### config.mk
export PLATFORM = sky130hd
export DESIGN_NAME = hpc_host_port
export DESIGN_NICKNAME = d
export VERILOG_FILES = /design/src/hpc_pkg.sv /design/src/hpc_sync.sv /design/src/hpc_host_port.sv
export SDC_FILE = /design/constraint.sdc
export NUM_CORES = 1
export LEC_CHECK = 0
export ABC_CLOCK_PERIOD_IN_PS = 4600
export BUFFER_PORTS_ARGS = -buffer_cell sky130_fd_sc_hd__clkbuf_2
export CAP_MARGIN = 15
export CORE_ASPECT_RATIO = 1.2
export CORE_MARGIN = 2
export CORE_UTILIZATION = 45
export CTS_BUF_LIST = sky130_fd_sc_hd__clkbuf_4 sky130_fd_sc_hd__clkbuf_8
export CTS_CLUSTER_SIZE = 30
export DETAILED_ROUTE_END_ITERATION = 8
export GPL_TIMING_DRIVEN = 0
export PLACE_DENSITY = 0.82
export SYNTH_ARGS = -nofsm -noshare
export SYNTH_HDL_FRONTEND = slang
export SYNTH_SLANG_ARGS = --single-unit
### constraint.sdc
create_clock -name SYS_CLK -period 4.6 [get_ports SYS_CLK]
set_clock_uncertainty 0.1 [all_clocks]
set_input_delay 0.23 -clock SYS_CLK [delete_from_list [all_inputs] [get_ports SYS_CLK]]
set_output_delay 0.23 -clock SYS_CLK [all_outputs]
set_load 0.03 [all_outputs]
### src/hpc_pkg.sv
package hpc_pkg;

  // ****************************************************************
  // Host port geometry.
  // ****************************************************************
  localparam int ADDR_W = 7;
  localparam int DATA_W = 16;
  localparam int FIFO_LOW_W = 2;
  localparam logic [6:0] RX_WIN_BASE = 7'h00;
  localparam logic [6:0] TX_WIN_BASE = 7'h10;
  localparam logic [6:0] TX_WIN_LAST = 7'h1F;
  localparam logic [6:0] CSR_BASE = 7'h20;

  // ****************************************************************
  // Shared-pin role codes.
  // ****************************************************************
  localparam logic [1:0] ROLE_PROM = 2'h0;
  localparam logic [1:0] ROLE_GPO = 2'h1;
  localparam logic [1:0] ROLE_MON_EN = 2'h2;
  localparam logic [1:0] ROLE_MON_CLK = 2'h3;

  // ****************************************************************
  // Strap decode and reset values.
  // ****************************************************************
  localparam logic [1:0] SPEED_10 = 2'h0;
  localparam logic [1:0] SPEED_100 = 2'h1;
  localparam logic RESET_STRAP = 1'h0;
  localparam logic [DATA_W-1:0] DATA_RESET = 16'h0000;

  typedef enum logic [2:0] {
    HPC_IDLE  = 3'b001,
    HPC_READ  = 3'b010,
    HPC_WRITE = 3'b100
  } hpc_state_t;

endpackage : hpc_pkg

### src/hpc_sync.sv
`timescale 1ns/100ps
// Three-stage synchroniser; the output changes once stages two and three
// agree, so a single-cycle glitch on a pin is never passed on.
module hpc_sync (
  // Clock and reset.
  input  wire logic SYS_CLK,
  input  wire logic RST_N,
  // Pin in, clean level out.
  input  wire logic PIN_IN,
  output logic      LEVEL_OUT
);

  logic s1_ff;
  logic s2_ff;
  logic s3_ff;
  logic agree;

  assign agree = (s2_ff == s3_ff);

  // Shift the pin through three stages and update on agreement.
  always_ff @(posedge SYS_CLK or negedge RST_N) begin
    if (!RST_N) begin
      s1_ff     <= 1'b1;
      s2_ff     <= 1'b1;
      s3_ff     <= 1'b1;
      LEVEL_OUT <= 1'b1;
    end else begin
      s1_ff <= PIN_IN;
      s2_ff <= s1_ff;
      s3_ff <= s2_ff;
      if (agree) begin
        LEVEL_OUT <= s3_ff;
      end
    end
  end

endmodule : hpc_sync

### src/hpc_host_port.sv
`timescale 1ns/100ps
// Function
// - Decode halfword address bits seven to one into registers and FIFOs.
// - Read or write counts only when chip select accompanies the strobe.
// - A qualified host write ends the reduced power state.
// - One interrupt output with programmable polarity, sources and drive.
// - FIFO select high routes every access to a data FIFO.
// - FIFO select high ignores the five upper address bits.
// - Strap low: 10 Mbit half no autoneg; high: 100 half autoneg.
// - The strap is caught when reset is released and held.
// - Auto crossover on reversed cable, or manual reverse, swaps pairs.
// - Prom data pin: prom data, general output three, or TX monitor.
// - Data pin as output or TX monitor holds prom select off.
// - Prom clock pin: prom clock, general output four, or RX monitor.
// - Clock pin as output or RX monitor holds prom select off.
// - Shared pins in output role offer no input path.
module hpc_host_port
  import hpc_pkg::*;
(
  // Clock and reset.
  input  wire logic              SYS_CLK,
  input  wire logic              RST_N,
  // Host bus pins.
  input  wire logic [ADDR_W-1:0] ADDR,
  input  wire logic [DATA_W-1:0] DATA_IN,
  output logic      [DATA_W-1:0] DATA_OUT,
  output logic                   DATA_OE,
  input  wire logic              SELECT_N,
  input  wire logic              READ_STROBE_N,
  input  wire logic              WRITE_STROBE_N,
  input  wire logic              FIFO_WINDOW_SEL,
  // Internal access port toward registers and FIFOs.
  output logic                   CSR_RD_PULSE,
  output logic                   CSR_WR_PULSE,
  output logic                   RX_FIFO_RD_PULSE,
  output logic                   TX_FIFO_WR_PULSE,
  output logic      [ADDR_W-1:0] ACC_ADDR,
  output logic      [DATA_W-1:0] ACC_WDATA,
  input  wire logic [DATA_W-1:0] ACC_RDATA,
  // Power state.
  input  wire logic              SLEEP_REQ,
  output logic                   SLEEPING,
  output logic                   WAKE_PULSE,
  // Interrupt request.
  input  wire logic [7:0]        IRQ_SOURCES,
  input  wire logic [7:0]        IRQ_ENABLE,
  input  wire logic              IRQ_ACTIVE_HIGH,
  input  wire logic              IRQ_PUSH_PULL,
  output logic                   IRQ_OUT,
  output logic                   IRQ_OE,
  // Rate strap and default link setup.
  input  wire logic              SPEED_STRAP,
  output logic      [1:0]        LINK_SPEED,
  output logic                   LINK_FULL_DUPLEX,
  output logic                   LINK_AUTONEG,
  // Crossover control.
  input  wire logic              CROSSOVER_AUTO_ENABLE,
  input  wire logic              CABLE_REVERSED,
  input  wire logic              CROSSOVER_MANUAL,
  output logic                   PAIRS_SWAPPED,
  // Shared prom pins.
  input  wire logic [1:0]        DATA_PIN_ROLE,
  input  wire logic [1:0]        CLOCK_PIN_ROLE,
  input  wire logic              GENERAL_OUTPUT_THREE,
  input  wire logic              GENERAL_OUTPUT_FOUR,
  input  wire logic              MII_TX_EN,
  input  wire logic              MII_TX_CLK,
  input  wire logic              MII_RX_DV,
  input  wire logic              MII_RX_CLK,
  input  wire logic              PROM_SEL_REQ,
  input  wire logic              PROM_CLK_REQ,
  input  wire logic              PROM_DOUT_REQ,
  input  wire logic              PROM_DOE_REQ,
  input  wire logic              PROM_DATA_PIN_IN,
  output logic                   PROM_DIN,
  output logic                   PROM_DATA_PIN_OUT,
  output logic                   PROM_DATA_PIN_OE,
  output logic                   PROM_CLOCK_PIN,
  output logic                   PROM_SELECT
);

  // ****************************************************************
  // Pin synchronisers.
  // ****************************************************************
  logic sel_n_s;
  logic rd_n_s;
  logic wr_n_s;
  logic fifo_s;
  logic pdin_s;

  hpc_sync u_sync_sel (.SYS_CLK(SYS_CLK), .RST_N(RST_N),
                       .PIN_IN(SELECT_N), .LEVEL_OUT(sel_n_s));
  hpc_sync u_sync_rd (.SYS_CLK(SYS_CLK), .RST_N(RST_N),
                      .PIN_IN(READ_STROBE_N), .LEVEL_OUT(rd_n_s));
  hpc_sync u_sync_wr (.SYS_CLK(SYS_CLK), .RST_N(RST_N),
                      .PIN_IN(WRITE_STROBE_N), .LEVEL_OUT(wr_n_s));
  hpc_sync u_sync_fifo (.SYS_CLK(SYS_CLK), .RST_N(RST_N),
                        .PIN_IN(FIFO_WINDOW_SEL), .LEVEL_OUT(fifo_s));
  hpc_sync u_sync_pdin (.SYS_CLK(SYS_CLK), .RST_N(RST_N),
                        .PIN_IN(PROM_DATA_PIN_IN), .LEVEL_OUT(pdin_s));

  // ****************************************************************
  // Access qualification and address decode.
  // ****************************************************************
  hpc_state_t  state_ff;
  hpc_state_t  nxt_state;
  logic        rd_req;
  logic        wr_req;
  logic [6:0]  eff_addr;
  logic        hit_fifo;
  logic        hit_csr;
  logic        hit_tx;

  // Strobes without select are dropped here.
  assign rd_req = !sel_n_s && !rd_n_s;
  assign wr_req = !sel_n_s && !wr_n_s && rd_n_s;
  // In window mode only the low two address bits survive.
  assign eff_addr = fifo_s ? {5'h00, ADDR[FIFO_LOW_W-1:0]}
                           : ADDR;
  assign hit_csr  = !fifo_s && (eff_addr >= CSR_BASE);
  assign hit_fifo = !hit_csr;
  // In window mode a write goes to TX data and a read to RX data.
  assign hit_tx = fifo_s ? wr_req
                         : (eff_addr >= TX_WIN_BASE &&
                            eff_addr <= TX_WIN_LAST);

  // One access per strobe assertion; wait for release to rearm.
  always_comb begin
    nxt_state = state_ff;
    case (state_ff)
      HPC_IDLE: begin
        if (rd_req) begin
          nxt_state = HPC_READ;
        end else if (wr_req) begin
          nxt_state = HPC_WRITE;
        end
      end
      HPC_READ: begin
        if (!rd_req) begin
          nxt_state = HPC_IDLE;
        end
      end
      HPC_WRITE: begin
        if (!wr_req) begin
          nxt_state = HPC_IDLE;
        end
      end
      default: nxt_state = HPC_IDLE;
    endcase
  end

  logic start_rd;
  logic start_wr;
  assign start_rd = (state_ff == HPC_IDLE) && rd_req;
  assign start_wr = (state_ff == HPC_IDLE) && !rd_req && wr_req;

  // Access pulses and captured address and write data.
  always_ff @(posedge SYS_CLK or negedge RST_N) begin
    if (!RST_N) begin
      state_ff         <= HPC_IDLE;
      CSR_RD_PULSE     <= 1'b0;
      CSR_WR_PULSE     <= 1'b0;
      RX_FIFO_RD_PULSE <= 1'b0;
      TX_FIFO_WR_PULSE <= 1'b0;
      ACC_ADDR         <= 7'h00;
      ACC_WDATA        <= DATA_RESET;
    end else begin
      state_ff         <= nxt_state;
      CSR_RD_PULSE     <= start_rd && hit_csr;
      CSR_WR_PULSE     <= start_wr && hit_csr;
      RX_FIFO_RD_PULSE <= start_rd && hit_fifo && !hit_tx;
      TX_FIFO_WR_PULSE <= start_wr && hit_fifo && hit_tx;
      if (start_rd || start_wr) begin
        ACC_ADDR  <= eff_addr;
        ACC_WDATA <= DATA_IN;
      end
    end
  end

  // ****************************************************************
  // Read data drive; the host must not expect data before the strobe
  // has crossed the synchroniser, four clocks.
  // ****************************************************************
  always_ff @(posedge SYS_CLK or negedge RST_N) begin
    if (!RST_N) begin
      DATA_OUT <= DATA_RESET;
      DATA_OE  <= 1'b0;
    end else begin
      DATA_OUT <= ACC_RDATA;
      DATA_OE  <= rd_req && (state_ff == HPC_READ);
    end
  end

  // ****************************************************************
  // Power state; only a qualified write wakes the device.
  // ****************************************************************
  always_ff @(posedge SYS_CLK or negedge RST_N) begin
    if (!RST_N) begin
      SLEEPING   <= 1'b0;
      WAKE_PULSE <= 1'b0;
    end else begin
      WAKE_PULSE <= SLEEPING && wr_req;
      if (SLEEPING && wr_req) begin
        SLEEPING <= 1'b0;
      end else if (SLEEP_REQ) begin
        SLEEPING <= 1'b1;
      end
    end
  end

  // ****************************************************************
  // Interrupt output with programmable polarity and drive type.
  // ****************************************************************
  logic irq_any;
  assign irq_any = |(IRQ_SOURCES & IRQ_ENABLE);

  // Open-drain drives only the active level, so it can share a line.
  always_ff @(posedge SYS_CLK or negedge RST_N) begin
    if (!RST_N) begin
      IRQ_OUT <= 1'b0;
      IRQ_OE  <= 1'b0;
    end else begin
      IRQ_OUT <= IRQ_ACTIVE_HIGH ? irq_any : !irq_any;
      IRQ_OE  <= IRQ_PUSH_PULL || irq_any;
    end
  end

  // ****************************************************************
  // Rate strap, taken once on the first edge after reset release.
  // ****************************************************************
  logic strap_taken_ff;
  logic strap_ff;

  always_ff @(posedge SYS_CLK or negedge RST_N) begin
    if (!RST_N) begin
      strap_taken_ff <= 1'b0;
      strap_ff       <= RESET_STRAP;
    end else if (!strap_taken_ff) begin
      strap_taken_ff <= 1'b1;
      strap_ff       <= SPEED_STRAP;
    end
  end

  // Defaults follow the held strap; duplex is half in both cases.
  always_ff @(posedge SYS_CLK or negedge RST_N) begin
    if (!RST_N) begin
      LINK_SPEED       <= SPEED_10;
      LINK_FULL_DUPLEX <= 1'b0;
      LINK_AUTONEG     <= 1'b0;
    end else begin
      LINK_SPEED       <= strap_ff ? SPEED_100 : SPEED_10;
      LINK_FULL_DUPLEX <= 1'b0;
      LINK_AUTONEG     <= strap_ff;
    end
  end

  // ****************************************************************
  // Crossover and shared prom pins.
  // ****************************************************************
  logic data_mux;
  logic clock_mux;
  logic data_is_prom;
  logic clock_is_prom;

  assign data_is_prom  = (DATA_PIN_ROLE == ROLE_PROM);
  assign clock_is_prom = (CLOCK_PIN_ROLE == ROLE_PROM);
  assign data_mux = (DATA_PIN_ROLE == ROLE_GPO)    ? GENERAL_OUTPUT_THREE :
                    (DATA_PIN_ROLE == ROLE_MON_EN) ? MII_TX_EN :
                    (DATA_PIN_ROLE == ROLE_MON_CLK) ? MII_TX_CLK :
                    PROM_DOUT_REQ;
  assign clock_mux = (CLOCK_PIN_ROLE == ROLE_GPO)    ? GENERAL_OUTPUT_FOUR :
                     (CLOCK_PIN_ROLE == ROLE_MON_EN) ? MII_RX_DV :
                     (CLOCK_PIN_ROLE == ROLE_MON_CLK) ? MII_RX_CLK :
                     PROM_CLK_REQ;

  // Monitored clocks pass one flop; a trade of latency for clean pins.
  always_ff @(posedge SYS_CLK or negedge RST_N) begin
    if (!RST_N) begin
      PAIRS_SWAPPED     <= 1'b0;
      PROM_DATA_PIN_OUT <= 1'b0;
      PROM_DATA_PIN_OE  <= 1'b0;
      PROM_CLOCK_PIN    <= 1'b0;
      PROM_SELECT       <= 1'b0;
      PROM_DIN          <= 1'b0;
    end else begin
      PAIRS_SWAPPED <= (CROSSOVER_AUTO_ENABLE && CABLE_REVERSED) ||
                       CROSSOVER_MANUAL;
      PROM_DATA_PIN_OUT <= data_mux;
      PROM_DATA_PIN_OE  <= !data_is_prom || PROM_DOE_REQ;
      PROM_CLOCK_PIN    <= clock_mux;
      PROM_SELECT <= PROM_SEL_REQ && data_is_prom &&
                     clock_is_prom;
      PROM_DIN <= data_is_prom && pdin_s;
    end
  end

endmodule : hpc_host_port

; After elaboration in Yosys (flattened, before gate mapping)
; Index checks and enable logic that the tools add are counted.
[op_classes]
add_sub_neg = 0
mul = 0
n_div = 0
magnitude_cmp = 3
n_eq_ne = 17
n_shift = 0
mux = 17
bitwise_logic = 1
n_reduce_logical = 38
[op_table]
columns = operator, count
row1 = $logic_and A1 B1 Y1, 20
row2 = $mux W3, 4
row3 = $mux W1, 11
row4 = $logic_not A1 Y1, 9
row5 = $pmux W3 S3, 1
row6 = $and A8 B8 Y8, 1
row7 = $eq A2 B2 Y1 const B, 4
row8 = $reduce_or A8 Y1, 1
row9 = $ge A7 B5 Y1 const B, 1
row10 = $ge A7 B6 Y1 const B, 1
row11 = $le A7 B5 Y1 const B, 1
row12 = $mux W7, 1
row13 = $eq A1 B1 Y1, 5
row14 = $eq A2 B1 Y1 const B, 2
row15 = $logic_not A2 Y1, 2
row16 = $logic_or A1 B1 Y1, 4
row17 = $ne A2 B2 Y1 const B, 2
row18 = $eq A3 B1 Y1 const B, 1
row19 = $eq A3 B2 Y1 const B, 1
row20 = $eq A3 B3 Y1 const B, 1
row21 = $ne A3 B3 Y1 const B, 1
row22 = $reduce_and A3 Y1, 1
row23 = $reduce_bool A2 Y1, 1
[word_totals]
reg_bits = 81
latchBits = 0
mem_bits_rw = 0
rom_bits = 0
in_bits = 83
out_inout_bits = 58
elab_cells = 119
memories = 0

; Depth between registers and ports, before layout
[depth]
ltp_word = 7
ltp_mapped = 7

; Cells and area by module
; A second synthesis with hierarchy kept.
[hier_totals]
cells_unflattened = 172
hier_area_um2 = 2780.2
[by_module_without_submodules]
columns = module, n_inst, cells_each, area_each_um2, seq_area_each_um2
row1 = hpc_host_port, 1, 147, 2198.4, 1502.7
row2 = hpc_sync, 5, 5, 116.4, 105.1

; Worst setup path before layout
; Ideal clock, no wire load.
[synth_timing]
path_type = register to register
startpoint = register u_sync_rd.LEVEL_OUT
endpoint = register ACC_ADDR[0]
arrival_time_ns = 1.418
required_ns = 4.375
setup_slack_ns = 2.957
stages_incl_launch_ff = 7
path_buffers = 3
period_less_slack_ns = 1.643
path_cell_list = dfstp_2 > buf_2 > nand2_1 > nand3b_4 > buf_6 > buf_6 > mux2_4
[synth_between]
elab_chain_cells = 6
[synth_lines]
columns = element, line
row1 = from (decl), hpc_sync.sv:10  ; output logic LEVEL_OUT
row2 = from (signal assigned), hpc_sync.sv:26  ; LEVEL_OUT <= 1'b1;
row3 = from (signal assigned), hpc_sync.sv:32  ; LEVEL_OUT <= s3_ff;
row4 = $logic_not A1 Y1, hpc_host_port.sv:115  ; assign rd_req = !sel_n_s && !rd_n_s;
row5 = $logic_and A1 B1 Y1, hpc_host_port.sv:115
row6 = $logic_not A1 Y1, hpc_host_port.sv:155  ; assign start_wr = (state_ff == HPC_IDLE) && !rd_req && wr_req;
row7 = $logic_and A1 B1 Y1 (2 in series), hpc_host_port.sv:155
row8 = $logic_or A1 B1 Y1 *, hpc_host_port.sv:173  ; if (start_rd || start_wr) begin
row9 = to (signal assigned), hpc_host_port.sv:174  ; ACC_ADDR <= eff_addr;
row10 = to (decl), hpc_host_port.sv:37  ; output logic [ADDR_W-1:0] ACC_ADDR,
; Mark *: on every way between the ends. The rest lies on a longest branch, timed or not.
; A chain may end at the register's enable or synchronous reset.

; Worst setup path after layout
[layout_timing]
startpoint = register u_sync_rd.LEVEL_OUT
endpoint = register ACC_WDATA[11]
[layout_between]
elab_chain_cells = 6
[layout_lines]
columns = element, line
row1 = $logic_not A1 Y1, hpc_host_port.sv:115
row2 = $logic_and A1 B1 Y1, hpc_host_port.sv:115
row3 = $logic_not A1 Y1, hpc_host_port.sv:155
row4 = $logic_and A1 B1 Y1 (2 in series), hpc_host_port.sv:155
row5 = $logic_or A1 B1 Y1 *, hpc_host_port.sv:173
row6 = to (signal assigned), hpc_host_port.sv:166  ; ACC_WDATA <= DATA_RESET;
row7 = to (signal assigned), hpc_host_port.sv:175  ; ACC_WDATA <= DATA_IN;
row8 = to (decl), hpc_host_port.sv:38  ; output logic [DATA_W-1:0] ACC_WDATA,
; Marks and branches as above.

==> impl_metrics.toml <==
[yosys]
synth_cell_types = 36
synth_area_sq_um = 2769
synth-async-reset-ratio_pct = 100.0
synth_area_leaders = "dfrtp_1, dfstp_2, mux2_4"
synth_top_area_share_pct = 53.32
ys_seq_elements = 80
synth_edf_count = 0
synth_warnings = 0
syn_avg_cell_area_sq_um = 16.19
synth_flop_cell = "dfrtp_1"
synthCells = 171
ys_seq_area_share_pct = 73.25
yosysTopAreaCell = "dfrtp_1"

[min_path]
hold_class = "input pin to register"

[clock_tree]
cts.repair.resized = 0
clk_pin_slew_ns = 0.08
clkLatencyLatePin_ns = 0.34
cts_made_buffers = 9
postCtsSetupBuffers = 0
clock_sinks = 80
cts_tree = "built"
cts_max_path_buffers = 2
h-tree-depth = 3
cts_root_buffer = "clkbuf_8"
holdBufCountCts = 33

[pwr]
leakagePower_nw = 2.088
powerDensity_nw_per_um2 = 507.1
irDropWorstVdd_mv = 0.3863

[detailed_routing]
antenna_left = 0
num_vias = 2045
wl_per_cell_microns = 14.68
vias_per_cell = 4.606
drc = 0
first_iter_violations = 49
drt-pass1-iter-count = 4
wirelength_microns = 6516

[timing]
setup_ws_ns = 2.802
fin_crit_ns = 1.798
final-hold-violation-count = 0
finalCritPeriodShare_pct = 39.10
finalSetupViolCount = 0
fmax_mhz = 556.0
setup_tns_ns = 0
rsz0062_at_grt = "false"
slew_viol_final = 0

[place]
io_buffers = 138
gp_congestion = 0.8201
dpl.hpwl_microns = 4276
dp.cells = 393
dp_slack_ns = 2.800

[worst_setup_path]
r2r_slack_ns = 2.80
crit_arrival_ns = 1.92
cp_max_fo = 10
worstPathRequired_ns = 4.72
worst_setup_path_end_kind = "register"
critPathKind = "register to register"
cp-start-kind = "register"

[finish]
nNetsFinal = 440
final_common_cell = "clkbuf_2"
layout_common_cells = "clkbuf_2, dfrtp_1, dlygate4sd3_1"
area_delta_synth_final_pct = 49.98
antenna_cells = 0
fin_cells = 444
fillers = 423
drive_above_1_share_pct = 54.97

[grt]
track_usage_pct = 20.79
grt_use_met2_pct = 33.55
grt_pass1_wl_microns = 10470
grt_start_max_net_pins = 56
grt_antenna_before_repair = 0
gr-total-overflow = 0
first_global_vias = 2232
met3_usage_pct = 8.184
busiest_layer = "met2"
use_met1_pct = 23.76

[job]
max_cap_viol_count = 0

[floorplan]
coreArea_sq_um = 6012
rows = 31
initial_core_util_pct = 46.06
die_area_sq_um = 6799
fp.dieW_microns = 75.61
die_h_microns = 89.93
io_pins = 141

[run_status]
outcome = "finished, final reports clean"
-- kinds of logic (layout without fill, tap and decap cells) --
family          Yosys count  count (layout)  synth area share (%)
mux                      21              21                 10.71
xor+xnor                  2               2                0.6327
compound gates           15              15                 3.389
buf+inv                   9             199                 2.259
other cells               2               3                0.2712
flops                    80              80                 73.25
fa+ha+maj                 5               5                 1.808
simple gates             37              37                 7.682
-- layout make-up --
type / instances / area [sq um] / area share, %
Buffer: 8 / 58.81 / 1.416
Timing Repair Buffer: 174 / 1071 / 25.79
Sequential cell: 80 / 2028 / 48.84
Inverter: 1 / 3.754 / 0.09039
Multi-Input combinational cell: 83 / 681.9 / 16.42
Clock buffer: 12 / 152.6 / 3.676
Tap cell: 82 / 102.6 / 2.471
Clock inverter: 4 / 53.80 / 1.296
-- through the flow --
stage / power, mW / hold WS [ns] / util [%] / area, sq um
6_report: 2.106 / 0.01649 / 69.07 / 4153
5_1_grt: 2.218 / 0.0006063 / 69.07 / 4153
4_1_cts: 2.121 / 0.001083 / 68.74 / 4133
3_5_place_dp: 1.575 / 0.09634 / 59.81 / 3596
3_3_place_gp: 1.550 / 0.2184 / 59.31 / 3566
2_1_floorplan: 1.356 / -0.1656 / - / 2773
-- metal layers --
metal	wire length, microns	share of wire [%]	vias to the layer above
met5	0	0	-
met3	520	8.0	17
met4	202	3.1	0
met1	2360	36	972
li1	-	-	954
met2	3433	53	102
-- flip-flops by register name, summed over array words and instances, names as in the netlist, 3 cells and up --
signal     cells
ACC_WDATA     16
DATA_OUT      16
ACC_ADDR       7
state_ff       3
-- worst max-delay path, cell delays in order, from the launching register on --
cell and delay [ns]:
dfstp_2 0.52, buf_2 0.17, nand2_1 0.12, nand3b_4 0.10, buf_6 0.16, buf_6 0.20, mux2_4 0.31
-- synthesized netlist by cell type (all sizes together) (2+ instances only) --
cell / count
nor2: 8
a22oi: 2
or3: 2
a21oi: 3
nand2b: 7
nand2: 8
dfrtp: 59
nor4: 2
conb: 2
mux4: 2
and3: 2
buf: 7
mux2: 19
maj3: 5
nor3: 4
o21ai: 5
dfstp: 21
-- worst paths after layout --
path / from / to / cells past startpoint
setup / recovery: u_sync_rd.LEVEL_OUT / ACC_WDATA[11] / 6
hold / removal: SLEEP_REQ / SLEEPING / 3
setup reg to reg: u_sync_rd.LEVEL_OUT / ACC_WDATA[11] / 6
hold reg to reg: u_sync_sel.s1_ff / u_sync_sel.s2_ff / 0
max in group asynchronous: RST_N / u_sync_sel.s3_ff / 3
min in group asynchronous: RST_N / ACC_WDATA[0] / 2
-- report_power, final --
group	internal, mW	switching (mW)	total (mW)
clock	0.280	0.241	0.521
sequential	0.847	0.0754	0.922
combinational	0.260	0.403	0.662
total	1.39	0.719	2.11
Power figures use the tool's default switching activity.
